--- config.mk ---
export PLATFORM = sky130hd
export DESIGN_NAME = timer16_compare_output
export DESIGN_NICKNAME = d
export VERILOG_FILES = /design/src/verilog/timer16_pkg.sv /design/src/verilog/timer16_compare_output.sv
export SDC_FILE = /design/constraint.sdc
export NUM_CORES = 1
export LEC_CHECK = 0
export ABC_AREA = 1
export CORE_ASPECT_RATIO = 1.5
export CORE_MARGIN = 4
export CORE_UTILIZATION = 45
export CTS_CLUSTER_DIAMETER = 100
export CTS_CLUSTER_SIZE = 16
export DETAILED_ROUTE_END_ITERATION = 8
export DONT_BUFFER_PORTS = 1
export GPL_ROUTABILITY_DRIVEN = 0
export PLACE_DENSITY = 0.71
export SLEW_MARGIN = 0
export SYNTH_ARGS = -nofsm -noshare
export SYNTH_HDL_FRONTEND = slang
export SYNTH_SLANG_ARGS = --single-unit
--- constraint.sdc ---
create_clock -name i_clk_sys -period 2.25 [get_ports i_clk_sys]
set_input_delay 0.1125 -clock i_clk_sys [delete_from_list [all_inputs] [get_ports i_clk_sys]]
set_output_delay 0.1125 -clock i_clk_sys [all_outputs]
set_load 0.02 [all_outputs]
--- src/verilog/timer16_pkg.sv ---
/*
 * Constants, field layout and carrier types of the 16-bit timer compare
 * and waveform output block (normal and clear-on-match modes).
 * Assumes a 32-bit classic Wishbone slave port and a 20 MHz system clock.
 */
// Function
// - A counter write blocks every compare match in the next timer clock cycle.
// - Writing the counter equal to a variable top skips that top match.
// - Changing waveform mode leaves each output state register unchanged.
// - Output action bits are unbuffered; new value governs the next match.
// - Reset clears each output state register to zero.
// - Nonzero output action puts output state on the pin, not port value.
// - The pin drives only while its direction bit selects output.
// - Output action zero leaves the output state unchanged on a match.
// - In non-PWM modes the force strobe applies the action like a match.
// - Counting depends only on the waveform mode, never on output action.
// - Non-PWM actions are toggle, clear or set on compare match.
// - Mode 0 counts up without clearing and wraps 0xFFFF to 0x0000.
// - Normal mode sets overflow flag as the counter becomes zero; never clears.
// - Taking the overflow interrupt clears the overflow flag.
// - In normal mode a counter write is accepted at any time.
// - Mode 4 clears at compare A match; mode 12 at capture value match.
// - Clear-on-match top sets compare A flag or capture flag.
// - Top is unbuffered; a top below the count runs through 0xFFFF first.
// - Mode clear-on-match with action 1 toggles output A on each match.
// - Timer clock divides the I/O clock by 1, 8, 64, 256 or 1024.
// - Clear-on-match sets overflow flag when the counter steps max to zero.
// - A compare match sets its flag one timer clock after equality.
// - A forced match changes only output state, no flag, no counter change.
// - Writing one to a flag clears it; taking its interrupt clears it too.
package timer16_pkg;

    ////////////////////////////////////////////////////////////////////////
    localparam logic [7:0] ADDR_CTRL = 8'h00;
    localparam logic [7:0] ADDR_COUNT = 8'h04;
    localparam logic [7:0] ADDR_CMP_A = 8'h08;
    localparam logic [7:0] ADDR_CMP_B = 8'h0C;
    localparam logic [7:0] ADDR_CAPT = 8'h10;
    localparam logic [7:0] ADDR_FLAGS = 8'h14;
    localparam logic [7:0] ADDR_FORCE = 8'h18;
    localparam logic [7:0] ADDR_PORT = 8'h1C;

    localparam int FLAG_OVF = 0;
    localparam int FLAG_CMP_A = 1;
    localparam int FLAG_CMP_B = 2;
    localparam int FLAG_CAPT = 3;
    localparam int PORT_VAL_LSB = 0;
    localparam int PORT_DIR_LSB = 2;
    localparam int PORT_OC_LSB = 4;

    localparam logic [3:0] MODE_NORMAL = 4'h0;
    localparam logic [3:0] MODE_CTC_CMP = 4'h4;
    localparam logic [3:0] MODE_CTC_CAPT = 4'hC;

    localparam logic [1:0] ACT_NONE = 2'h0;
    localparam logic [1:0] ACT_TOGGLE = 2'h1;
    localparam logic [1:0] ACT_CLEAR = 2'h2;
    localparam logic [1:0] ACT_SET = 2'h3;

    localparam logic [2:0] CS_STOP = 3'h0;
    localparam logic [2:0] CS_DIV1 = 3'h1;
    localparam logic [2:0] CS_DIV8 = 3'h2;
    localparam logic [2:0] CS_DIV64 = 3'h3;
    localparam logic [2:0] CS_DIV256 = 3'h4;
    localparam logic [2:0] CS_DIV1024 = 3'h5;
    localparam logic [9:0] DIV8_M1 = 10'h007;
    localparam logic [9:0] DIV64_M1 = 10'h03F;
    localparam logic [9:0] DIV256_M1 = 10'h0FF;
    localparam logic [9:0] DIV1024_M1 = 10'h3FF;

    localparam logic [15:0] COUNT_MAX = 16'hFFFF;
    localparam logic [15:0] COUNT_BOTTOM = 16'h0000;
    localparam logic [10:0] CTRL_RST = 11'h000;

    typedef struct packed {
        logic [2:0] clk_sel;
        logic [1:0] output_action_select_b;
        logic [1:0] output_action_select_a;
        logic [3:0] waveform_mode_select;
    } ctrl_t;

endpackage : timer16_pkg
--- src/verilog/timer16_compare_output.sv ---
/*
 * 16-bit timer/counter with two output compare channels, normal and
 * clear-on-match modes, overflow/compare/capture flags and pin override.
 * Assumes a classic Wishbone master on the system clock, an interrupt
 * controller outside that pulses i_irq_ack when it takes a flag's vector,
 * and a pad that drives o_pin_out while o_pin_oe is high.
 */
// Decided for this implementation: the address map and the Wishbone register port.
`timescale 1ns/1ps

module timer16_compare_output
    import timer16_pkg::*;
(
    input wire logic i_clk_sys,
    input wire logic i_rst,
    input wire logic i_wb_cyc,
    input wire logic i_wb_stb,
    input wire logic i_wb_we,
    input wire logic [7:0] i_wb_adr,
    input wire logic [3:0] i_wb_sel,
    input wire logic [31:0] i_wb_dat,
    output logic [31:0] o_wb_dat,
    output logic o_wb_ack,
    input wire logic [3:0] i_irq_ack,
    output logic [3:0] o_flags,
    output logic [1:0] o_pin_out,
    output logic [1:0] o_pin_oe
);

    ////////////////////////////////////////////////////////////////////////
    // Registers
    ctrl_t ctrl_reg;
    logic [15:0] count_reg;
    logic [1:0][15:0] cmp_reg;
    logic [15:0] capt_reg;
    logic [3:0] flag_reg;
    logic [1:0] port_val_reg;
    logic [1:0] dir_reg;
    logic [1:0] oc_reg;
    logic [1:0] pin_out_reg;
    logic [1:0] pin_oe_reg;
    logic block_reg;
    logic [9:0] presc_reg;
    logic ack_reg;
    logic [31:0] dat_reg;

    logic access;
    logic wr;
    logic [15:0] wmask;
    logic wr_count;
    logic [1:0] force_strobe;
    logic non_pwm;
    logic clear_on_match_mode;
    logic tick;
    logic [15:0] top_val;
    logic top_hit;
    logic [1:0] match;
    logic capt_hit;
    logic ovf_hit;
    logic [3:0] flag_set;
    logic [3:0] flag_clr;
    logic [31:0] rdata;

    function automatic logic [15:0] merge(input logic [15:0] old_v,
                                          input logic [15:0] new_v,
                                          input logic [15:0] m);
        merge = (old_v & ~m) | (new_v & m);
    endfunction : merge

    ////////////////////////////////////////////////////////////////////////
    // Wishbone slave: ack one cycle after the request, writes land on the
    // edge where the master samples ack, so a request held past ack writes again two cycles later
    assign access = i_wb_cyc & i_wb_stb;
    assign wr = access & ack_reg & i_wb_we;
    assign wmask = {{8{i_wb_sel[1]}}, {8{i_wb_sel[0]}}};
    assign wr_count = wr && (i_wb_adr == ADDR_COUNT);

    always_ff @(posedge i_clk_sys) begin
        if (i_rst) begin
            ack_reg <= 1'b0;
        end else begin
            ack_reg <= access & ~ack_reg;
        end
    end

    always_comb begin
        rdata = 32'h0000_0000;
        unique case (i_wb_adr)
            ADDR_CTRL: rdata[10:0] = ctrl_reg;
            ADDR_COUNT: rdata[15:0] = count_reg;
            ADDR_CMP_A: rdata[15:0] = cmp_reg[0];
            ADDR_CMP_B: rdata[15:0] = cmp_reg[1];
            ADDR_CAPT: rdata[15:0] = capt_reg;
            ADDR_FLAGS: rdata[3:0] = flag_reg;
            ADDR_PORT: begin
                rdata[PORT_VAL_LSB +: 2] = port_val_reg;
                rdata[PORT_DIR_LSB +: 2] = dir_reg;
                rdata[PORT_OC_LSB +: 2] = oc_reg;
            end
            default: rdata = 32'h0000_0000;
        endcase
    end

    always_ff @(posedge i_clk_sys) begin
        if (i_rst) begin
            dat_reg <= 32'h0000_0000;
        end else if (access & ~ack_reg) begin
            dat_reg <= rdata;
        end
    end

    always_ff @(posedge i_clk_sys) begin
        if (i_rst) begin
            ctrl_reg <= CTRL_RST;
            cmp_reg <= '0;
            capt_reg <= COUNT_BOTTOM;
            port_val_reg <= 2'h0;
            dir_reg <= 2'h0;
        end else if (wr) begin
            unique case (i_wb_adr)
                ADDR_CTRL: ctrl_reg <= 11'(merge(16'(ctrl_reg), i_wb_dat[15:0], wmask));
                ADDR_CMP_A: cmp_reg[0] <= merge(cmp_reg[0], i_wb_dat[15:0], wmask);
                ADDR_CMP_B: cmp_reg[1] <= merge(cmp_reg[1], i_wb_dat[15:0], wmask);
                ADDR_CAPT: capt_reg <= merge(capt_reg, i_wb_dat[15:0], wmask);
                ADDR_PORT: begin
                    if (i_wb_sel[0]) begin
                        port_val_reg <= i_wb_dat[PORT_VAL_LSB +: 2];
                        dir_reg <= i_wb_dat[PORT_DIR_LSB +: 2];
                    end
                end
                default: begin
                end
            endcase
        end
    end

    assign force_strobe = (wr && (i_wb_adr == ADDR_FORCE) && i_wb_sel[0]) ?
                          i_wb_dat[1:0] : 2'h0;

    ////////////////////////////////////////////////////////////////////////
    // Prescaler: free running, so a newly selected divider may give a short
    // first period; the trade keeps the divider a single counter
    always_ff @(posedge i_clk_sys) begin
        if (i_rst) begin
            presc_reg <= 10'h000;
        end else begin
            presc_reg <= presc_reg + 10'h001;
        end
    end

    always_comb begin
        unique case (ctrl_reg.clk_sel)
            CS_DIV1: tick = 1'b1;
            CS_DIV8: tick = (presc_reg & DIV8_M1) == DIV8_M1;
            CS_DIV64: tick = (presc_reg & DIV64_M1) == DIV64_M1;
            CS_DIV256: tick = (presc_reg & DIV256_M1) == DIV256_M1;
            CS_DIV1024: tick = presc_reg == DIV1024_M1;
            default: tick = 1'b0;
        endcase
    end

    ////////////////////////////////////////////////////////////////////////
    // Match detection; mode alone shapes counting
    assign non_pwm = (ctrl_reg.waveform_mode_select == MODE_NORMAL) ||
                     (ctrl_reg.waveform_mode_select == MODE_CTC_CMP) ||
                     (ctrl_reg.waveform_mode_select == MODE_CTC_CAPT);
    assign clear_on_match_mode = (ctrl_reg.waveform_mode_select == MODE_CTC_CMP) ||
                 (ctrl_reg.waveform_mode_select == MODE_CTC_CAPT);
    assign top_val = (ctrl_reg.waveform_mode_select == MODE_CTC_CAPT) ?
                     capt_reg : cmp_reg[0];
    // Unbuffered top: a top below the count is only met after the wrap
    assign top_hit = tick & clear_on_match_mode & ~block_reg & (count_reg == top_val);
    assign capt_hit = tick & ~block_reg & (count_reg == capt_reg) &
                      (ctrl_reg.waveform_mode_select == MODE_CTC_CAPT);
    assign ovf_hit = tick & non_pwm & (count_reg == COUNT_MAX);

    // Counter write blocks the match for one timer clock even while stopped
    always_ff @(posedge i_clk_sys) begin
        if (i_rst) begin
            block_reg <= 1'b0;
        end else if (wr_count) begin
            block_reg <= 1'b1;
        end else if (tick) begin
            block_reg <= 1'b0;
        end
    end

    // Software write wins over the timer step
    always_ff @(posedge i_clk_sys) begin
        if (i_rst) begin
            count_reg <= COUNT_BOTTOM;
        end else if (wr_count) begin
            count_reg <= merge(count_reg, i_wb_dat[15:0], wmask);
        end else if (tick) begin
            if (top_hit) begin
                count_reg <= COUNT_BOTTOM;
            end else begin
                count_reg <= count_reg + 16'h0001;
            end
        end
    end

    ////////////////////////////////////////////////////////////////////////
    // Output compare channels
    genvar ch;
    generate
        for (ch = 0; ch < 2; ch++) begin : g_chan
            logic [1:0] act;
            logic apply;

            assign act = (ch == 0) ? ctrl_reg.output_action_select_a :
                                     ctrl_reg.output_action_select_b;
            assign match[ch] = tick & ~block_reg & (count_reg == cmp_reg[ch]);
            assign apply = non_pwm & (match[ch] | force_strobe[ch]);

            // Mode writes never touch this register
            always_ff @(posedge i_clk_sys) begin
                if (i_rst) begin
                    oc_reg[ch] <= 1'b0;
                end else if (apply) begin
                    unique case (act)
                        ACT_TOGGLE: oc_reg[ch] <= ~oc_reg[ch];
                        ACT_CLEAR: oc_reg[ch] <= 1'b0;
                        ACT_SET: oc_reg[ch] <= 1'b1;
                        ACT_NONE: oc_reg[ch] <= oc_reg[ch];
                    endcase
                end
            end

            // Pin low while not driven, so nothing leaks before the setup
            always_ff @(posedge i_clk_sys) begin
                if (i_rst) begin
                    pin_out_reg[ch] <= 1'b0;
                    pin_oe_reg[ch] <= 1'b0;
                end else begin
                    pin_out_reg[ch] <= dir_reg[ch] &
                        ((act != ACT_NONE) ? oc_reg[ch] : port_val_reg[ch]);
                    pin_oe_reg[ch] <= dir_reg[ch];
                end
            end
        end
    endgenerate

    ////////////////////////////////////////////////////////////////////////
    // Flags: a set in the same cycle as a clear wins
    always_comb begin
        flag_set = 4'h0;
        flag_set[FLAG_OVF] = ovf_hit;
        flag_set[FLAG_CMP_A] = match[0];
        flag_set[FLAG_CMP_B] = match[1];
        flag_set[FLAG_CAPT] = capt_hit;
    end

    assign flag_clr = i_irq_ack |
        ((wr && (i_wb_adr == ADDR_FLAGS) && i_wb_sel[0]) ? i_wb_dat[3:0] : 4'h0);

    always_ff @(posedge i_clk_sys) begin
        if (i_rst) begin
            flag_reg <= 4'h0;
        end else begin
            flag_reg <= (flag_reg & ~flag_clr) | flag_set;
        end
    end

    ////////////////////////////////////////////////////////////////////////
    assign o_wb_ack = ack_reg;
    assign o_wb_dat = dat_reg;
    assign o_flags = flag_reg;
    assign o_pin_out = pin_out_reg;
    assign o_pin_oe = pin_oe_reg;

endmodule : timer16_compare_output

==> metrics.txt, run 1 <==
failing checks hold timing; ys async rst share 0; Final setup viols 0; Area contributors post-synth dfxtp_1, nand2_1, a21oi_1, o21ai_0, nor2_1; share of layout cells above drive strength 1 0.112; sequential element share of the synthesized area 0.342; DP Wirelength 16.2 mm; final core occ 0.524; WP data arrival 2.48 ns; GRT Overall Usage 0.271; Slew HR 0.588; htree depth 4; wire length on met2 11.2 mm; Rows 55; post-synth top area cell dfxtp_1; Static Leak 3.19 nW; core footprint 15000 µm²; via density per instance 5.48; setup tns final 0 ns; clk_lat worst skew 0.43 ns; CTS tree built; Synth warnings 0; IO Pins 94; Logic pwr share 0.036; minimum clock period 2.12 ns; Seq pwr share 0.417; critical path class reg2reg; Total Power 0.00505 W; Iter 0 DRT Violations 436; DRT Wirelength 22.6 mm; post-route DRC violation count 0; CTS Buf Count 17; first drt pass iteration count 7; highest metal used met4; Cells after Synth 1017; total gr overflow 0; first-pass GRT wire length 36.1 mm; Max Clk Rate 0.472 GHz; synthesis-stage register bit count 117; vias in the first global route 6793; CP Capture Type flip-flop; Worst EP required 2.61 ns; status finished with violations; Port Buffer Count 0; Post-DRT Antenna Nets 0; Worst-path clk slew 0.06 ns; final instance area 7860 µm²; initial antenna violation count 1; P_sw 0.00126 W; Min-Delay Path Class in2reg; hold_ws -0.00595 ns; routed len/inst 18.0 µm; Synth Flop Type dfxtp_1; final hold violations 2; Die W 109 µm; Syn-to-layout area delta 14.8%; Final #Nets 1096; Tcrit/Tclk final 0.942; Max FO, Critical Path 7; Power Density 642 nW/µm²; Post-synth EDFFs 0; Power Internal 0.00379 W; vias 6875; Least-Margin Pin Slew 0.613 ns; top cell type's share of synthesized area 0.342; Fillers 1502; Slew Viols, Final 0; Initial Utilization 0.457; crit start category flip-flop; DR WL met3 1.15 mm; CTS root buf clkbuf_16; Peak VDD IR 0.000513 V; Longest Clk Path Bufs 2; die height 159 µm; clock share of power 0.547; largest net degree at the start of global routing 63; Avg Synthesized Cell Area 6.73 µm²; max-cap viol count 0; Distinct cells, synth 44; Net Sw Frac 0.249; Hold Path Origin i_wb_dat[8]; clk_skew 0.00864 ns; Cell Area, Placed 7010 µm²; met1 wire length 7.90 mm; clock sink count 117; Syn Std Cell Area 6850 µm²; die area 17300 µm²
metal layers:
| metal | track usage | vias up |
|---|---|---|
| met3 | 0.0475 | 115 |
| met4 | 0.233 | 0 |
| met5 | 0 | - |
| met2 | 0.456 | 289 |
| li1 | - | 3376 |
| met1 | 0.283 | 3095 |
power groups by stage:
stage	Clock [W]	Combinational (W)	Sequential (W)
6_report	0.00276	0.000182	0.00211
3_5_place_dp	0	0.000123	0.00215
2_1_floorplan	0	0.000125	0.00215
5_1_grt	0.00287	0.000198	0.00211
4_1_cts	0.00278	0.000181	0.00211
3_3_place_gp	0	0.000121	0.00215
layout make-up:
| type | instances | area, µm² | share of cell area |
|---|---|---|---|
| Clock inverter | 15 | 171 | 0.0218 |
| Antenna cell | 3 | 7.51 | 0.000955 |
| Inverter | 111 | 417 | 0.0530 |
| Multi-Input combinational cell | 740 | 3780 | 0.481 |
| Sequential cell | 117 | 2340 | 0.298 |
| Timing Repair Buffer | 53 | 463 | 0.0589 |
| Clock buffer | 17 | 425 | 0.0541 |
| Tap cell | 199 | 249 | 0.0317 |
what timing repair did:
action / 4_1_cts / 5_1_grt
buffers inserted: 0 / 0
resized for setup: 0 / 8
hold buffers: 22 / 0
hold endpoints to repair: 99 / 0
setup endpoints to repair: 0 / 19
cell usage in the layout (no fill, tap or decap), types with 4 or more instances in the layout:
cell,netlist,layout
o2111ai_1,5,5
xnor2_1,29,29
a21oi_1,97,97
o21ai_0,95,94
dfxtp_1,117,115
nand3_2,4,4
nor2_2,5,6
a21oi_2,10,10
inv_1,102,102
nand2_1,205,204
a211oi_1,32,32
o22ai_1,10,10
inv_2,6,6
clkinv_4,0,5
conb_1,1,16
buf_4,21,31
xor2_1,9,9
nand4_1,9,9
dlygate4sd3_1,0,21
nor3_1,15,15
nand2_2,15,15
nand3_1,50,50
nor2_1,105,103
clkbuf_16,0,17
inv_6,0,5
cells in the mapped netlist (2+ instances only):
cell	count
nand2_1	205
buf_6	3
o2111ai_1	5
a21oi_2	10
o21a_1	2
dfxtp_1	117
clkbuf_2	2
nand3b_1	2
buf_4	21
nand3_2	4
nand2_2	15
inv_2	6
nor3b_1	2
xor2_1	9
xnor2_1	29
nand3_1	50
clkbuf_1	22
clkinv_1	3
nor2_1	105
nor3_2	3
o211ai_1	2
nor2_4	2
nor3_4	2
nor4_1	3
o22ai_1	10
nor2_2	5
nand4_1	9
ha_1	3
a21oi_1	97
o21ai_0	95
buf_2	15
inv_1	102
nor3_1	15
a211oi_1	32
cells by family after synthesis:
logic type | count (synthesis) | synth area share
simple gates | 424 | 0.271
compound gates | 258 | 0.214
buf+inv | 175 | 0.116
flops | 117 | 0.342
xor+xnor | 39 | 0.0510
fa+ha+maj | 3 | 0.00548
other cells | 1 | 0.000548
through the flow:
stage | worst slack, ns | cells
4_1_cts | 0.0471 | 1252
5_1_grt | -0.0556 | 1254
3_5_place_dp | 0.0688 | 1198
2_1_floorplan | 0.550 | 1032
6_report | 0.131 | 1255
3_3_place_gp | 0.146 | 1198
worst max-delay path: stages, from the launching register on:
cell     delay [ns]
dfxtp_1        0.49
inv_1          0.18
nand2_1        0.12
nand4_1        0.08
nor2_1         0.29
nand2_1        0.11
nor2_2         0.25
nand2_1        0.17
o21ai_0        0.11
nand3_1        0.10
a21oi_1        0.15
final timing paths:
path | slack (ns) | to | cells past startpoint
setup reg to reg | 0.13 | oc_reg[0]$_SDFFE_PP0P_ | 10
setup / recovery | 0.13 | oc_reg[0]$_SDFFE_PP0P_ | 10
hold reg to reg | 0.45 | presc_reg[0]$_SDFF_PP0_ | 1
hold / removal | -0.006 | flip-flop | 2
No activity file was read; power rests on OpenSTA's default activity.
==> run 2: changes to the inputs <==
--- a/config.mk
+++ b/config.mk
@@ -14,6 +14,7 @@
 export DETAILED_ROUTE_END_ITERATION = 8
 export DONT_BUFFER_PORTS = 1
 export GPL_ROUTABILITY_DRIVEN = 0
+export GPL_TIMING_DRIVEN = 0
 export PLACE_DENSITY = 0.71
 export SLEW_MARGIN = 0
 export SYNTH_ARGS = -nofsm -noshare
==> run 2 against run 1 <==
Compared with the run above: the flow now finishes without violations; sequential cell count unchanged; die area unchanged; clock-buffer cell count increased by 1; core utilization up 1.0 points; global-route usage up 1.2 points; sequential share of layout area down 0.60 points; clock skew is 0.0032 ns higher; first-iteration DRC count grew 34%; critical path depth down 3; non-clock buffer count grew 32; final area rose by 2.0%; register-to-register slack about the same; largest cell class unchanged; highest routed layer unchanged.
==> metrics.txt, run 2 (same netlist as run 1, synthesis figures left out) <==
Worst-path clk slew 0.06 ns; total gr overflow 0; Rows 55; Max Clk Rate 0.472 GHz; initial antenna violation count 0; CTS tree built; routed len/inst 18.7 µm; Least-Margin Pin Slew 0.690 ns; die area 17300 µm²; Final setup viols 0; largest net degree at the start of global routing 17; vias 7203; status complete, no violations; CTS Buf Count 17; Final #Nets 1128; clock sink count 117; die height 159 µm; htree depth 4; share of layout cells above drive strength 1 0.122; hold_ws 0.0174 ns; DP Wirelength 17.7 mm; Slew Viols, Final 0; Initial Utilization 0.457; IO Pins 94; Peak VDD IR 0.000463 V; DRT Wirelength 24.0 mm; clk_lat worst skew 0.42 ns; CP Capture Type flip-flop; clk_skew 0.0119 ns; post-route DRC violation count 0; Die W 109 µm; RSZ-0062 raised after global routing false; reg-to-reg slack, setup 0.13 ns; minimum clock period 2.12 ns; Slew HR 0.540; first-pass GRT wire length 37.3 mm; Post-DRT Antenna Nets 0; first drt pass iteration count 8; Static Leak 3.28 nW; CTS root buf clkbuf_16; Iter 0 DRT Violations 586; Longest Clk Path Bufs 2; critical path class reg2reg; Tcrit/Tclk final 0.942; commonest non-fill, non-tap cell in the layout nand2_1; Port Buffer Count 0; Total Power 0.00513 W; final hold violations 0; via density per instance 5.61; GRT Overall Usage 0.283; Power Density 640 nW/µm²; Worst EP required 2.60 ns; most frequent cells in the layout nand2_1, dfxtp_1, nor2_1; core footprint 15000 µm²; Max FO, Critical Path 10; max-cap viol count 0; WP data arrival 2.47 ns; Fillers 1532; area of the multi-input gates 3810 µm²; vias in the first global route 6866; Min-Delay Path Class in2reg; crit start category flip-flop; FF/Latch Area 2340 µm²; Syn-to-layout area delta 17.0%
## run 2: changes by cell type in the layout (fill, tap and decap cells not counted), moves of 2 or more
| cell | previous run | this run |
|---|---|---|
| clkbuf_1 | 0 | 20 |
| buf_2 | 0 | 15 |
| buf_4 | 31 | 22 |
| buf_6 | 0 | 3 |
| clkbuf_2 | 0 | 3 |
| dfxtp_1 | 115 | 117 |
| dfxtp_2 | 2 | 0 |
| diode_2 | 3 | 1 |
| inv_6 | 5 | 7 |
## run 2: through the flow
step	setup WS, ns	instances	setup TNS (ns)	utilization	cell area [µm²]
finish	0.130	1285	0	0.534	8020
global route	0.0226	1284	0	0.534	8010
CTS	0.0386	1283	0	0.531	7970
detailed placement	-0.187	1231	-0.362	0.477	7150
global placement	-0.194	1231	-0.217	0.477	7150
floorplan	0.550	1032	0	-	6910
## run 2: area by class of cell
cell class	instances	area share
diodes	1	0.000312
clock buffers	18	0.0548
plain buffers	64	0.0474
repair buffers	21	0.0259
clock inverters	14	0.0204
well taps	199	0.0311
flip-flops and latches	117	0.292
multi-input cells	740	0.476
inverters	111	0.0520
## run 2: critical path: stages (launching register included)
cell	delay, ns
dfxtp_1	0.50
nand3_4	0.22
nor2_2	0.20
inv_1	0.18
nor2_1	0.38
buf_2	0.31
o21ai_0	0.10
a21oi_1	0.15
## run 2: where the power goes
part           internal [W]  switching [W]  leakage (nW)
combinational     0.0000669       0.000147          2.05
clock               0.00169        0.00112         0.293
sequential          0.00208      0.0000220         0.944
total               0.00384        0.00128          3.28
## run 2: final timing paths
path | from | cells after the start | end
setup / recovery | o_wb_ack$_SDFF_PP0_ | 7 | flip-flop
hold / removal | i_wb_dat[2] | 2 | flip-flop
setup reg to reg | o_wb_ack$_SDFF_PP0_ | 7 | flip-flop
hold reg to reg | presc_reg[0]$_SDFF_PP0_ | 1 | presc_reg[0]$_SDFF_PP0_
## run 2: repair_timing
action                                  4_1_cts  5_1_grt
pin swaps                                     0        1
endpoints found under the setup margin       21       24
hold endpoints to repair                     55        0
gates resized for setup                       3       11
buffers inserted                              0        1
hold buffers                                 20        0
## run 2: routing by layer
metal / track usage / share of wire / up-vias
li1: - / - / 3444
met1: 0.309 / 0.35 / 3224
met2: 0.474 / 0.49 / 400
met3: 0.0377 / 0.066 / 135
met4: 0.234 / 0.093 / 0
met5: 0 / 0 / -
==> run 3: changes to the inputs <==
--- a/config.mk
+++ b/config.mk
@@ -6,7 +6,7 @@
 export NUM_CORES = 1
 export LEC_CHECK = 0
 export ABC_AREA = 1
-export CORE_ASPECT_RATIO = 1.5
+export CORE_ASPECT_RATIO = 1.1
 export CORE_MARGIN = 4
 export CORE_UTILIZATION = 45
 export CTS_CLUSTER_DIAMETER = 100
==> run 3 against run 2 <==
Compared with the run above: die area down 0.22%; combinational power about the same; sequential power about the same; clock power down 4%; global-route usage down 2.5 points; final area down 0.55%; clock-buffer cell count up 4; wire length down 6.7%; fmax down 0.50%; via count down 3.4%; total power down 2.2%; core utilization down 0.27 points; largest cell class unchanged.
==> metrics.txt, run 3 (same netlist as run 1, synthesis figures left out) <==
crit path cell chain nand2_2, inv_2, nand2_2, buf_6, nand2_1, nand2_1, nand2_1, nand2_1, nor2_1, nand2_1, nor2_1, nand3_2, buf_6, nand2_2, a21oi_2; Slew HR 0.594; Rows 47; post-CTS setup repair buffer count 0; dpl cells 1228; final instance area 7970 µm²; die area 17300 µm²; Final #Nets 1126; minimum clock period 2.13 ns; most frequent cells in the layout nand2_1, dfxtp_1, nor2_1; clock sink count 117; CP most frequent cell nand2_1; Worst-path clk slew 0.06 ns; WP data arrival 2.44 ns; vias 6961; initial antenna violation count 1; Initial Utilization 0.457; die height 137 µm; max-cap viol count 0; first-pass GRT wire length 34.5 mm; routed len/inst 17.5 µm; Worst EP required 2.56 ns; final core occ 0.532; CTS Buf Count 17; commonest non-fill, non-tap cell in the layout nand2_1; status complete, no violations; Final setup viols 0; Syn-to-layout area delta 16.4%; slowest stage delay, CP 0.44 ns; Port Buffer Count 0; post-route DRC violation count 0; Tcrit/Tclk final 0.947; Iter 0 DRT Violations 820; CTS tree built; CP max stage cell dfxtp_1; DP Wirelength 16.6 mm; largest net degree at the start of global routing 17; share of layout cells above drive strength 1 0.118; Static Leak 3.28 nW; Power Density 629 nW/µm²; DRT Wirelength 22.4 mm; vias in the first global route 6358; hold_ws 0.0177 ns; CTS root buf clkbuf_16; CP Capture Type flip-flop; critical path class reg2reg; htree depth 4; Least-Margin Pin Slew 0.605 ns; Min-Delay Path Class in2reg; post-route insts no fill 1281; crit start category flip-flop; clk_lat worst skew 0.43 ns; GRT Overall Usage 0.257; final hold violations 0; via density per instance 5.43; Total Power 0.00502 W; Top delay family on crit path simple AND/OR/NAND/NOR gates; Buf/Inv on CP 3; first drt pass iteration count 6; Die W 126 µm; IO Pins 94; Longest Clk Path Bufs 2; RSZ-0062 raised after global routing false; total gr overflow 0; core footprint 15000 µm²; Peak VDD IR 0.000617 V; Max Clk Rate 0.469 GHz; Max FO, Critical Path 10; Cell Area, Placed 7150 µm²; clk_skew 0.0114 ns; Slew Viols, Final 0; Post-DRT Antenna Nets 0
-- run 3: cell types whose count changed in the layout (fill, tap and decap cells not counted) --
cell,previous run,this run
clkinv_2,0,7
inv_6,7,0
clkinv_4,4,0
clkbuf_8,1,4
clkbuf_1,20,22
buf_1,1,0
buf_4,22,21
clkbuf_2,3,2
diode_2,1,2
nand3_1,49,50
nand3_2,4,3
nor4_2,0,1
nor4_4,1,0
-- run 3: metal layers --
layer,part of all wire,wire length (µm),global-route usage,up-vias
li1,-,-,-,3427
met1,0.41,9180,0.321,3134
met2,0.46,10400,0.422,327
met3,0.080,1780,0.0570,73
met4,0.047,1060,0.127,0
met5,0,0,0,-
-- run 3: cell type report --
| class | instances | area [µm²] |
|---|---|---|
| antenna | 2 | 5.00 |
| buffer | 63 | 375 |
| sequential | 117 | 2340 |
| inverter | 111 | 417 |
| multi-input combinational | 740 | 3800 |
| fill | 1557 | 7020 |
| tap | 196 | 245 |
| clock buffer | 22 | 484 |
| clock inverter | 10 | 103 |
| timing repair buffer | 20 | 200 |
-- run 3: path summary, 6_finish.rpt --
| check | from | endpoint | slack (ns) | cells after the start |
|---|---|---|---|---|
| worst min-delay path | i_wb_sel[0] | o_flags[0]$_SDFF_PP0_ | 0.02 | 5 |
| worst max register to register | flip-flop | flip-flop | 0.12 | 15 |
| worst min register to register | presc_reg[0]$_SDFF_PP0_ | presc_reg[0]$_SDFF_PP0_ | 0.45 | 1 |
| worst max-delay path | flip-flop | flip-flop | 0.12 | 15 |
-- run 3: what timing repair did --
action                                 CTS  global route
setup endpoints to repair                6            25
hold buffers                            20             0
pin swaps                                0             0
endpoints found under the hold margin   78             0
resized for setup                        2             7
-- run 3: power by group --
group          internal (W)  switching [W]
clock               0.00173       0.000969
sequential          0.00209      0.0000209
combinational     0.0000667       0.000144
total               0.00388        0.00113
-- run 3: metrics by stage --
stage,TNS [ns],worst slack (ns)
global route,0,0.00356
CTS,0,0.0378
floorplan,0,0.550
finish,0,0.119
detailed placement,-0.137,-0.133
global placement,-0.133,-0.133
-- run 3: worst reg2reg max path: stages, from the launching register on --
cell     delay (ns)
dfxtp_1        0.44
nand2_2        0.07
inv_2          0.07
nand2_2        0.10
buf_6          0.17
nand2_1        0.08
nand2_1        0.06
nand2_1        0.06
nand2_1        0.05
nor2_1         0.08
nand2_1        0.06
nor2_1         0.19
nand3_2        0.22
buf_6          0.22
nand2_2        0.07
a21oi_2        0.05
